`src/logic/leib_pkg.sv`:
```
package leib_pkg;

  // Clock and timing.
  localparam int CLK_MHZ          = 100;
  localparam int CLK_PERIOD_NS    = 10;
  localparam int OVERLONG_MIN_US  = 115;
  localparam int OVERLONG_MAX_US  = 120;
  // The event may fire anywhere in the window, so the earliest point is used.
  localparam int OVERLONG_CYCLES  = OVERLONG_MIN_US * 1000 / CLK_PERIOD_NS;
  localparam int OVERLONG_CNT_W   = 16;

  // Register byte offsets on the APB.
  localparam logic [11:0] OFS_EVENT_SET  = 12'h000;
  localparam logic [11:0] OFS_EVENT_CLR  = 12'h004;
  localparam logic [11:0] OFS_MASK_SET   = 12'h008;
  localparam logic [11:0] OFS_MASK_CLR   = 12'h00C;
  localparam logic [11:0] OFS_LINK_CTRL  = 12'h010;
  localparam logic [11:0] OFS_HALT_CAUSE = 12'h014;

  // Event bit positions inside interrupt_event_reg.
  localparam int BIT_LOCK_FAIL   = 9;
  localparam int BIT_SELFID_DONE = 16;
  localparam int BIT_BUS_INIT    = 17;
  localparam int BIT_PHY_IRQ     = 19;
  localparam int BIT_NEW_CYCLE   = 20;
  localparam int BIT_SEC_WRAP    = 21;
  localparam int BIT_MISSED      = 22;
  localparam int BIT_MISMATCH    = 23;
  localparam int BIT_FATAL       = 24;
  localparam int BIT_OVERLONG    = 25;
  localparam int BIT_PHY_REG     = 26;
  localparam int BIT_MASTER_EN   = 31;

  // Implemented event bits; every other position reads zero.
  localparam logic [31:0] EVENT_VALID = 32'h07FB_0200;
  localparam logic [31:0] MASK_VALID  = 32'h87FB_0200;
  localparam logic [31:0] EVENT_RESET = 32'h0000_0000;
  localparam logic [31:0] MASK_RESET  = 32'h0000_0000;

  // Fields of link_control_reg.
  localparam int          LINK_CM_BIT        = 0;
  localparam int          LINK_HOSTWR_BIT    = 1;
  localparam logic [31:0] LINK_VALID         = 32'h0000_0003;
  localparam logic [31:0] LINK_RESET         = 32'h0000_0000;

  // Edge detector source indices.
  localparam int SRC_LOCK_FAIL = 0;
  localparam int SRC_SELFID    = 1;
  localparam int SRC_BUS_INIT  = 2;
  localparam int SRC_PHY_IRQ   = 3;
  localparam int SRC_CYC_LSB   = 4;
  localparam int SRC_SEC_BIT   = 5;
  localparam int SRC_MISMATCH  = 6;
  localparam int SRC_FATAL     = 7;
  localparam int SRC_PHY_REG   = 8;
  localparam int SRC_N         = 9;

  localparam int CTX_N = 8;

  typedef enum logic {
    OL_IDLE,
    OL_TIMING
  } leib_ol_state_t;

endpackage : leib_pkg

```
`src/logic/leib_edge_if.sv`:
```
`timescale 1ns/10ps
`default_nettype none

interface leib_edge_if #(
  parameter int W = 9
);
  logic [W-1:0] level;
  logic [W-1:0] rise;
  logic [W-1:0] change;

  modport src (output level, input rise, input change);
  modport det (input level, output rise, output change);
endinterface : leib_edge_if

`default_nettype wire

```
`src/logic/leib_edge_detect.sv`:
```
`timescale 1ns/10ps
`default_nettype none

module leib_edge_detect
  import leib_pkg::*;
(
  // Clock and reset
  input  wire logic clk,
  input  wire logic reset,
  // Source levels in, edges out
  leib_edge_if.det  edges
);

  genvar gi;
  generate
    for (gi = 0; gi < SRC_N; gi++) begin : g_edge
      // Each lane keeps its own history bit, so no flop has two writers.
      logic prevLevel;

      always_ff @(posedge clk or posedge reset) begin
        if (reset) begin
          prevLevel <= 1'b0;
        end else begin
          prevLevel <= edges.level[gi];
        end
      end
      assign edges.rise[gi]   = edges.level[gi] & ~prevLevel;
      assign edges.change[gi] = edges.level[gi] ^ prevLevel;
    end
  endgenerate

endmodule : leib_edge_detect

`default_nettype wire

```
`src/logic/leib_event_bits.sv`:
```
// Decided for this implementation: the APB register port and the register addresses.
`timescale 1ns/10ps
`default_nettype none

module leib_event_bits
  import leib_pkg::*;
#(
  parameter int unsigned OVERLONG_LIMIT = OVERLONG_CYCLES
) (
  // Clock and reset
  input  wire logic             clk,
  input  wire logic             reset,
  // APB slave
  input  wire logic             psel,
  input  wire logic             penable,
  input  wire logic             pwrite,
  input  wire logic [11:0]      paddr,
  input  wire logic [31:0]      pwdata,
  output var  logic [31:0]      prdata,
  output logic                  pready,
  output logic                  pslverr,
  // Link and PHY condition sources
  input  wire logic             lockRespNoAck,
  input  wire logic             selfidStreamDone,
  input  wire logic             selfidPhase,
  input  wire logic             phyBusReset,
  input  wire logic             phyStatusIrq,
  input  wire logic             cycleCountLsb,
  input  wire logic             secondsBit,
  input  wire logic             cycleStartSeen,
  input  wire logic             cycleStartMismatch,
  input  wire logic             timerFieldsWritten,
  input  wire logic [CTX_N-1:0] contextDead,
  input  wire logic             cycleStartTxBegin,
  input  wire logic             subactionGapEnd,
  input  wire logic             phyRegByteReady,
  // Results
  output var  logic [CTX_N-1:0] ctxIrqBlocked,
  output var  logic             cycleMasterEnable,
  output logic                  irq
);

  function automatic logic isOfs(input logic [11:0] addr, input logic [11:0] ofs);
    return addr == ofs;
  endfunction : isOfs

  logic [31:0]          eventReg;
  logic [31:0]          maskReg;
  logic [31:0]          linkReg;
  logic [31:0]          next_eventReg;
  logic [31:0]          next_maskReg;
  logic [31:0]          next_linkReg;
  logic [31:0]          hwSet;
  logic [31:0]          swSet;
  logic [31:0]          swClr;
  logic [31:0]          readMux;
  logic [CTX_N-1:0]     next_ctxIrqBlocked;
  logic                 readHit;
  logic                 seenSinceTick;
  logic                 tickArmed;
  logic                 missedPulse;
  logic                 overlongPulse;
  logic                 stopTiming;
  logic [OVERLONG_CNT_W-1:0] olCount;
  leib_ol_state_t       olState;
  leib_ol_state_t       next_olState;

  leib_edge_if #(.W(SRC_N)) edgeBus ();

  leib_edge_detect u_edge (
    .clk   (clk),
    .reset (reset),
    .edges (edgeBus)
  );

  // Every lane starts from a low history after reset, so a source that is
  // already high when reset ends is taken as a fresh event on the first clock.
  // Source levels, one per edge detector lane.
  assign edgeBus.level[SRC_LOCK_FAIL] = lockRespNoAck;
  assign edgeBus.level[SRC_SELFID]    = selfidStreamDone;
  assign edgeBus.level[SRC_BUS_INIT]  = phyBusReset;
  assign edgeBus.level[SRC_PHY_IRQ]   = phyStatusIrq;
  assign edgeBus.level[SRC_CYC_LSB]   = cycleCountLsb;
  assign edgeBus.level[SRC_SEC_BIT]   = secondsBit;
  assign edgeBus.level[SRC_MISMATCH]  = cycleStartMismatch |
                                        (linkReg[LINK_HOSTWR_BIT] & timerFieldsWritten);
  assign edgeBus.level[SRC_FATAL]     = |contextDead;
  assign edgeBus.level[SRC_PHY_REG]   = phyRegByteReady;

  // Each toggle of the count's low bit is a new cycle, so both edges count.
  wire newCycle    = edgeBus.change[SRC_CYC_LSB];
  wire busInitRise = edgeBus.rise[SRC_BUS_INIT];

  // Hardware set terms; every source but the overlong timer pulse is edge qualified.
  always_comb begin
    hwSet                  = 32'h0000_0000;
    hwSet[BIT_LOCK_FAIL]   = edgeBus.rise[SRC_LOCK_FAIL];
    hwSet[BIT_SELFID_DONE] = edgeBus.rise[SRC_SELFID];
    hwSet[BIT_BUS_INIT]    = busInitRise;
    hwSet[BIT_PHY_IRQ]     = edgeBus.rise[SRC_PHY_IRQ];
    hwSet[BIT_NEW_CYCLE]   = newCycle;
    hwSet[BIT_SEC_WRAP]    = edgeBus.change[SRC_SEC_BIT];
    hwSet[BIT_MISSED]      = missedPulse;
    hwSet[BIT_MISMATCH]    = edgeBus.rise[SRC_MISMATCH];
    hwSet[BIT_FATAL]       = edgeBus.rise[SRC_FATAL];
    hwSet[BIT_OVERLONG]    = overlongPulse;
    hwSet[BIT_PHY_REG]     = edgeBus.rise[SRC_PHY_REG];
  end

  // APB decode. The slave never waits, so every access ends in one access cycle.
  wire access   = psel & penable;
  wire wrAccess = access & pwrite;
  wire hitEvSet = isOfs(paddr, OFS_EVENT_SET);
  wire hitEvClr = isOfs(paddr, OFS_EVENT_CLR);
  wire hitMkSet = isOfs(paddr, OFS_MASK_SET);
  wire hitMkClr = isOfs(paddr, OFS_MASK_CLR);
  wire hitLink  = isOfs(paddr, OFS_LINK_CTRL);
  wire hitHalt  = isOfs(paddr, OFS_HALT_CAUSE);

  // The halt cause alias is read only; a write there is accepted and dropped.
  assign readHit = hitEvSet | hitEvClr | hitMkSet | hitMkClr | hitLink | hitHalt;
  assign pready  = 1'b1;
  assign pslverr = access & ~readHit;

  // Software set and clear, limited to implemented bits.
  assign swSet = (wrAccess & hitEvSet) ? (pwdata & EVENT_VALID) : 32'h0000_0000;
  // Bus reset may not be cleared while self-ID is still in progress.
  assign swClr = (wrAccess & hitEvClr) ?
                 (pwdata & EVENT_VALID & ~({31'h0000_0000, selfidPhase} << BIT_BUS_INIT)) :
                 32'h0000_0000;

  // Set wins over clear so that an event landing on a clear is not lost.
  always_comb begin
    next_eventReg = ((eventReg & ~swClr) | hwSet | swSet) & EVENT_VALID;
    if (hwSet[BIT_BUS_INIT]) begin
      next_eventReg[BIT_SELFID_DONE] = 1'b0;
    end
  end

  // Both mask aliases share one register and read back the same value.
  always_comb begin
    next_maskReg = maskReg;
    if (wrAccess & hitMkSet) begin
      next_maskReg = maskReg | (pwdata & MASK_VALID);
    end else if (wrAccess & hitMkClr) begin
      next_maskReg = maskReg & ~(pwdata & MASK_VALID);
    end
  end

  // The hardware clear of the cycle master enable beats a software write in
  // the same cycle, so a late write cannot keep a runaway master alive.
  always_comb begin
    next_linkReg = linkReg;
    if (wrAccess & hitLink) begin
      next_linkReg = pwdata & LINK_VALID;
    end
    if (overlongPulse) begin
      next_linkReg[LINK_CM_BIT] = 1'b0;
    end
  end

  // Halt causes collect while the fatal bit stands and vanish with it.
  // A context that dies while the bit already stands raises no second fatal
  // event, but it is still collected here.
  always_comb begin
    if (next_eventReg[BIT_FATAL]) begin
      next_ctxIrqBlocked = ctxIrqBlocked | contextDead;
    end else begin
      next_ctxIrqBlocked = {CTX_N{1'b0}};
    end
  end

  always_ff @(posedge clk or posedge reset) begin
    if (reset) begin
      eventReg      <= EVENT_RESET;
      maskReg       <= MASK_RESET;
      linkReg       <= LINK_RESET;
      ctxIrqBlocked <= {CTX_N{1'b0}};
    end else begin
      eventReg      <= next_eventReg;
      maskReg       <= next_maskReg;
      linkReg       <= next_linkReg;
      ctxIrqBlocked <= next_ctxIrqBlocked;
    end
  end

  assign cycleMasterEnable = linkReg[LINK_CM_BIT];

  // The masked view ignores the master enable, as the clear alias must.
  wire [31:0] maskedEvents = eventReg & maskReg & EVENT_VALID;

  // The master enable gates only the pin, so software can still poll the
  // masked events with interrupts turned off.
  assign irq = maskReg[BIT_MASTER_EN] & (|maskedEvents);

  always_comb begin
    readMux = 32'h0000_0000;
    if (hitEvSet) begin
      readMux = eventReg & EVENT_VALID;
    end else if (hitEvClr) begin
      readMux = maskedEvents;
    end else if (hitMkSet | hitMkClr) begin
      readMux = maskReg & MASK_VALID;
    end else if (hitLink) begin
      readMux = linkReg & LINK_VALID;
    end else if (hitHalt) begin
      readMux = {{(32 - CTX_N){1'b0}}, ctxIrqBlocked};
    end
  end

  // Read data is caught in the setup cycle so prdata comes from a flop.
  // An event that lands between setup and access shows in the next read.
  always_ff @(posedge clk or posedge reset) begin
    if (reset) begin
      prdata <= 32'h0000_0000;
    end else if (psel & ~penable & ~pwrite) begin
      prdata <= readMux;
    end
  end

  // Missed cycle watch. The first tick after reset only arms the check,
  // since nothing is known about the cycle before it.
  assign missedPulse = newCycle & tickArmed & ~seenSinceTick & ~cycleStartSeen;

  always_ff @(posedge clk or posedge reset) begin
    if (reset) begin
      seenSinceTick <= 1'b0;
      tickArmed     <= 1'b0;
    end else if (newCycle) begin
      seenSinceTick <= 1'b0;
      tickArmed     <= 1'b1;
    end else if (cycleStartSeen) begin
      seenSinceTick <= 1'b1;
    end
  end

  // Overlong cycle timer, only live while acting as cycle master.
  // Only the rising edge of bus reset ends the measure; a held level is old news.
  assign stopTiming    = subactionGapEnd | busInitRise;
  assign overlongPulse = (olState == OL_TIMING) & ~stopTiming &
                         (olCount == OVERLONG_CNT_W'(OVERLONG_LIMIT - 1));

  // A second start while the timer runs is ignored; the measure belongs to the
  // start that began it.
  always_comb begin
    case (olState)
      OL_IDLE: begin
        if (cycleStartTxBegin & linkReg[LINK_CM_BIT]) begin
          next_olState = OL_TIMING;
        end else begin
          next_olState = OL_IDLE;
        end
      end
      OL_TIMING: begin
        if (stopTiming | overlongPulse | ~linkReg[LINK_CM_BIT]) begin
          next_olState = OL_IDLE;
        end else begin
          next_olState = OL_TIMING;
        end
      end
      default: begin
        next_olState = OL_IDLE;
      end
    endcase
  end

  // The counter width covers the default limit with room to spare; a limit
  // beyond its range needs a wider counter.
  always_ff @(posedge clk or posedge reset) begin
    if (reset) begin
      olState <= OL_IDLE;
      olCount <= '0;
    end else begin
      olState <= next_olState;
      if (olState == OL_TIMING) begin
        olCount <= olCount + 1'b1;
      end else begin
        olCount <= '0;
      end
    end
  end

endmodule : leib_event_bits

`default_nettype wire

```
`config.mk`:
```
export PLATFORM = sky130hd
export DESIGN_NAME = leib_event_bits
export DESIGN_NICKNAME = d
export VERILOG_FILES = /design/src/logic/leib_pkg.sv /design/src/logic/leib_edge_if.sv /design/src/logic/leib_edge_detect.sv /design/src/logic/leib_event_bits.sv
export SDC_FILE = /design/constraint.sdc
export NUM_CORES = 1
export LEC_CHECK = 0
export ABC_AREA = 1
export BUFFER_PORTS_ARGS = -buffer_cell sky130_fd_sc_hd__buf_2
export CAP_MARGIN = 10
export CELL_PAD_IN_SITES_DETAIL_PLACEMENT = 1
export CELL_PAD_IN_SITES_GLOBAL_PLACEMENT = 2
export CORE_ASPECT_RATIO = 0.5
export CORE_MARGIN = 8
export CORE_UTILIZATION = 30
export CTS_BUF_LIST = sky130_fd_sc_hd__clkbuf_4
export DETAILED_ROUTE_END_ITERATION = 16
export PLACE_DENSITY_LB_ADDON = 0.12
export SYNTH_ARGS = -nofsm -noshare
export SYNTH_HDL_FRONTEND = slang
export SYNTH_HIERARCHICAL = 1
export SYNTH_SLANG_ARGS = --single-unit
```
`constraint.sdc`:
```
create_clock -name clk -period 2.8 [get_ports clk]
set_input_delay 0.42 -clock clk [delete_from_list [all_inputs] [get_ports clk]]
set_output_delay 0.42 -clock clk [all_outputs]
set_load 0.01 [all_outputs]
```
==> impl_metrics.json <==
{
  "ant_nets": 0,
  "dr_total_vias": 3847,
  "endpoint_kind": "output pin",
  "grt_pass1_vias": 4286,
  "cts_buffers": 9,
  "place_hpwl_um": 9840,
  "tightest_slew_ps": 611,
  "critPathArrivalTime_ps": 1730,
  "coreArea_mm2": 0.0143,
  "port_buffers": 82,
  "reg2reg_setup_slack_ps": 1170,
  "ff2ff_path_depth": 7,
  "syn_to_final_growth_pct": 17.7,
  "fmax_mhz": 466,
  "n_antenna_cell": 0,
  "dieArea_mm2": 0.0187,
  "outcome": "completed",
  "rsz0062_at_grt": "false",
  "crit_fanout": 13,
  "ir_drop_mv": 0.240,
  "cts_tree": "done",
  "gp_congestion": 0.753,
  "avgSynthCellArea_um2": 7.64,
  "start_util": 0.302,
  "route.detailed.drc": 0,
  "die_x_um": 186,
  "hold_viol": 0,
  "netlist_area_mm2": 0.00432,
  "tns_ps": 0,
  "rows": 31,
  "drv_slew": 0,
  "nNetsFinal": 731,
  "slew_headroom": 0.592,
  "wirelength_um": 12600,
  "hold_class": "in2reg",
  "start_kind": "input pin",
  "whs_path_depth": 1,
  "power_uw": 2250,
  "ys.warnings.count": 6,
  "ios": 114,
  "setup_viol": 0,
  "post_cts_buffers": 0,
  "p_per_area_mw_per_mm2": 443,
  "multiInputGateArea_mm2": 0.00184,
  "via_per_inst": 4.50,
  "maxCapViolCount": 0,
  "cts.path.max_buffers": 2,
  "drt-pass1-iter-count": 4,
  "grt_pass1_wl_um": 21400,
  "cts_root_buf": "clkbuf_4",
  "period_minus_slack_ps": 2150,
  "worstPathRequired_ps": 2380,
  "insertion_delay_ps": 440,
  "antenna_found_initial": 0,
  "p_leak_uw": 0.00280,
  "layout-drive-gt1-share": 0.201,
  "cts_num_sinks": 81,
  "fin_skew_ps": 15.9,
  "num-fill-cells": 1868,
  "seq_area_mm2": 0.00203,
  "die_h_um": 101,
  "grt_max_degree": 28,
  "period_share": 0.767,
  "synthCells": 565,
  "drt_iter0_drc": 162,
  "criticalPathCategory": "in2out",
  "grt.total_usage": 0.144,
  "grt_overflow": 0,
  "htree_levels": 3,
  "post_drt_wl_per_cell_um": 14.8,
  "cts.clk_slew.worst_paths_ps": 140
}
worst paths after layout:
kind | startpoint | endpoint
setup / recovery | paddr[1] | pslverr
hold / removal | cycleCountLsb | u_edge/g_edge[4].prevLevel$_DFF_PP0_
setup reg to reg | olCount[0]$_DFF_PP0_ | olCount[12]$_DFF_PP0_
hold reg to reg | olCount[0]$_DFF_PP0_ | olCount[0]$_DFF_PP0_
max in group asynchronous | reset | async pin
min in group asynchronous | reset | u_edge/g_edge[4].prevLevel$_DFF_PP0_
placed cells by master (no fill, tap or decap), types with 7 or more instances in the layout:
| master | n |
|---|---|
| nand2_2 | 13 |
| nand4_1 | 10 |
| conb_1 | 13 |
| inv_1 | 79 |
| o21ai_0 | 20 |
| nor2_1 | 62 |
| clkbuf_4 | 10 |
| a21oi_1 | 29 |
| buf_4 | 8 |
| nand3_1 | 60 |
| buf_2 | 82 |
| ha_1 | 10 |
| nor3_1 | 7 |
| dfrtp_1 | 81 |
| nand3b_1 | 8 |
| nand2_1 | 132 |
layer usage:
metal | up-vias | track usage | share of wire
met5 | - | 0 | 0
met4 | 0 | 0.0370 | 0.011
met3 | 10 | 0.0345 | 0.037
met2 | 58 | 0.249 | 0.48
met1 | 1859 | 0.179 | 0.47
li1 | 1920 | - | -
critical path, cell delays in order:
cell and delay, ps:
buf_2 110, nor2_2 210, nand2_1 130, nor2_4 150, nand2_1 300, nand3_1 210
nor3_1 60, buf_2 130
report_power, final:
part	switching [uW]	internal (uW)
clock network	443	377
logic	136	69.3
registers	27.1	1200
total	606	1650
stage by stage:
step / cells / worst slack, ps / hold slack, ps / utilization / instance area (um^2)
after floorplan: 576 / 555 / 248 / - / 4360
after global placement: 837 / 614 / 449 / 0.344 / 4900
after detailed placement: 837 / 612 / 456 / 0.344 / 4900
after CTS: 854 / 633 / 47.7 / 0.356 / 5080
after global routing: 854 / 508 / 34.4 / 0.356 / 5080
final: 854 / 652 / 94.4 / 0.356 / 5080
final cells by class:
cell class              count  share of cell area
repair buffers             91              0.0946
well taps                 198              0.0488
inverters                  84              0.0621
clock inverters             6              0.0177
flip-flops and latches     81               0.399
multi-input cells         384               0.363
clock buffers              10              0.0148
timing repair:
item                                   CTS  global route
endpoints found under the hold margin    9             0
hold buffers                             1             0
resized for setup                        0             0
setup endpoints to repair                0             0
No activity file was read; power rests on OpenSTA's default activity.
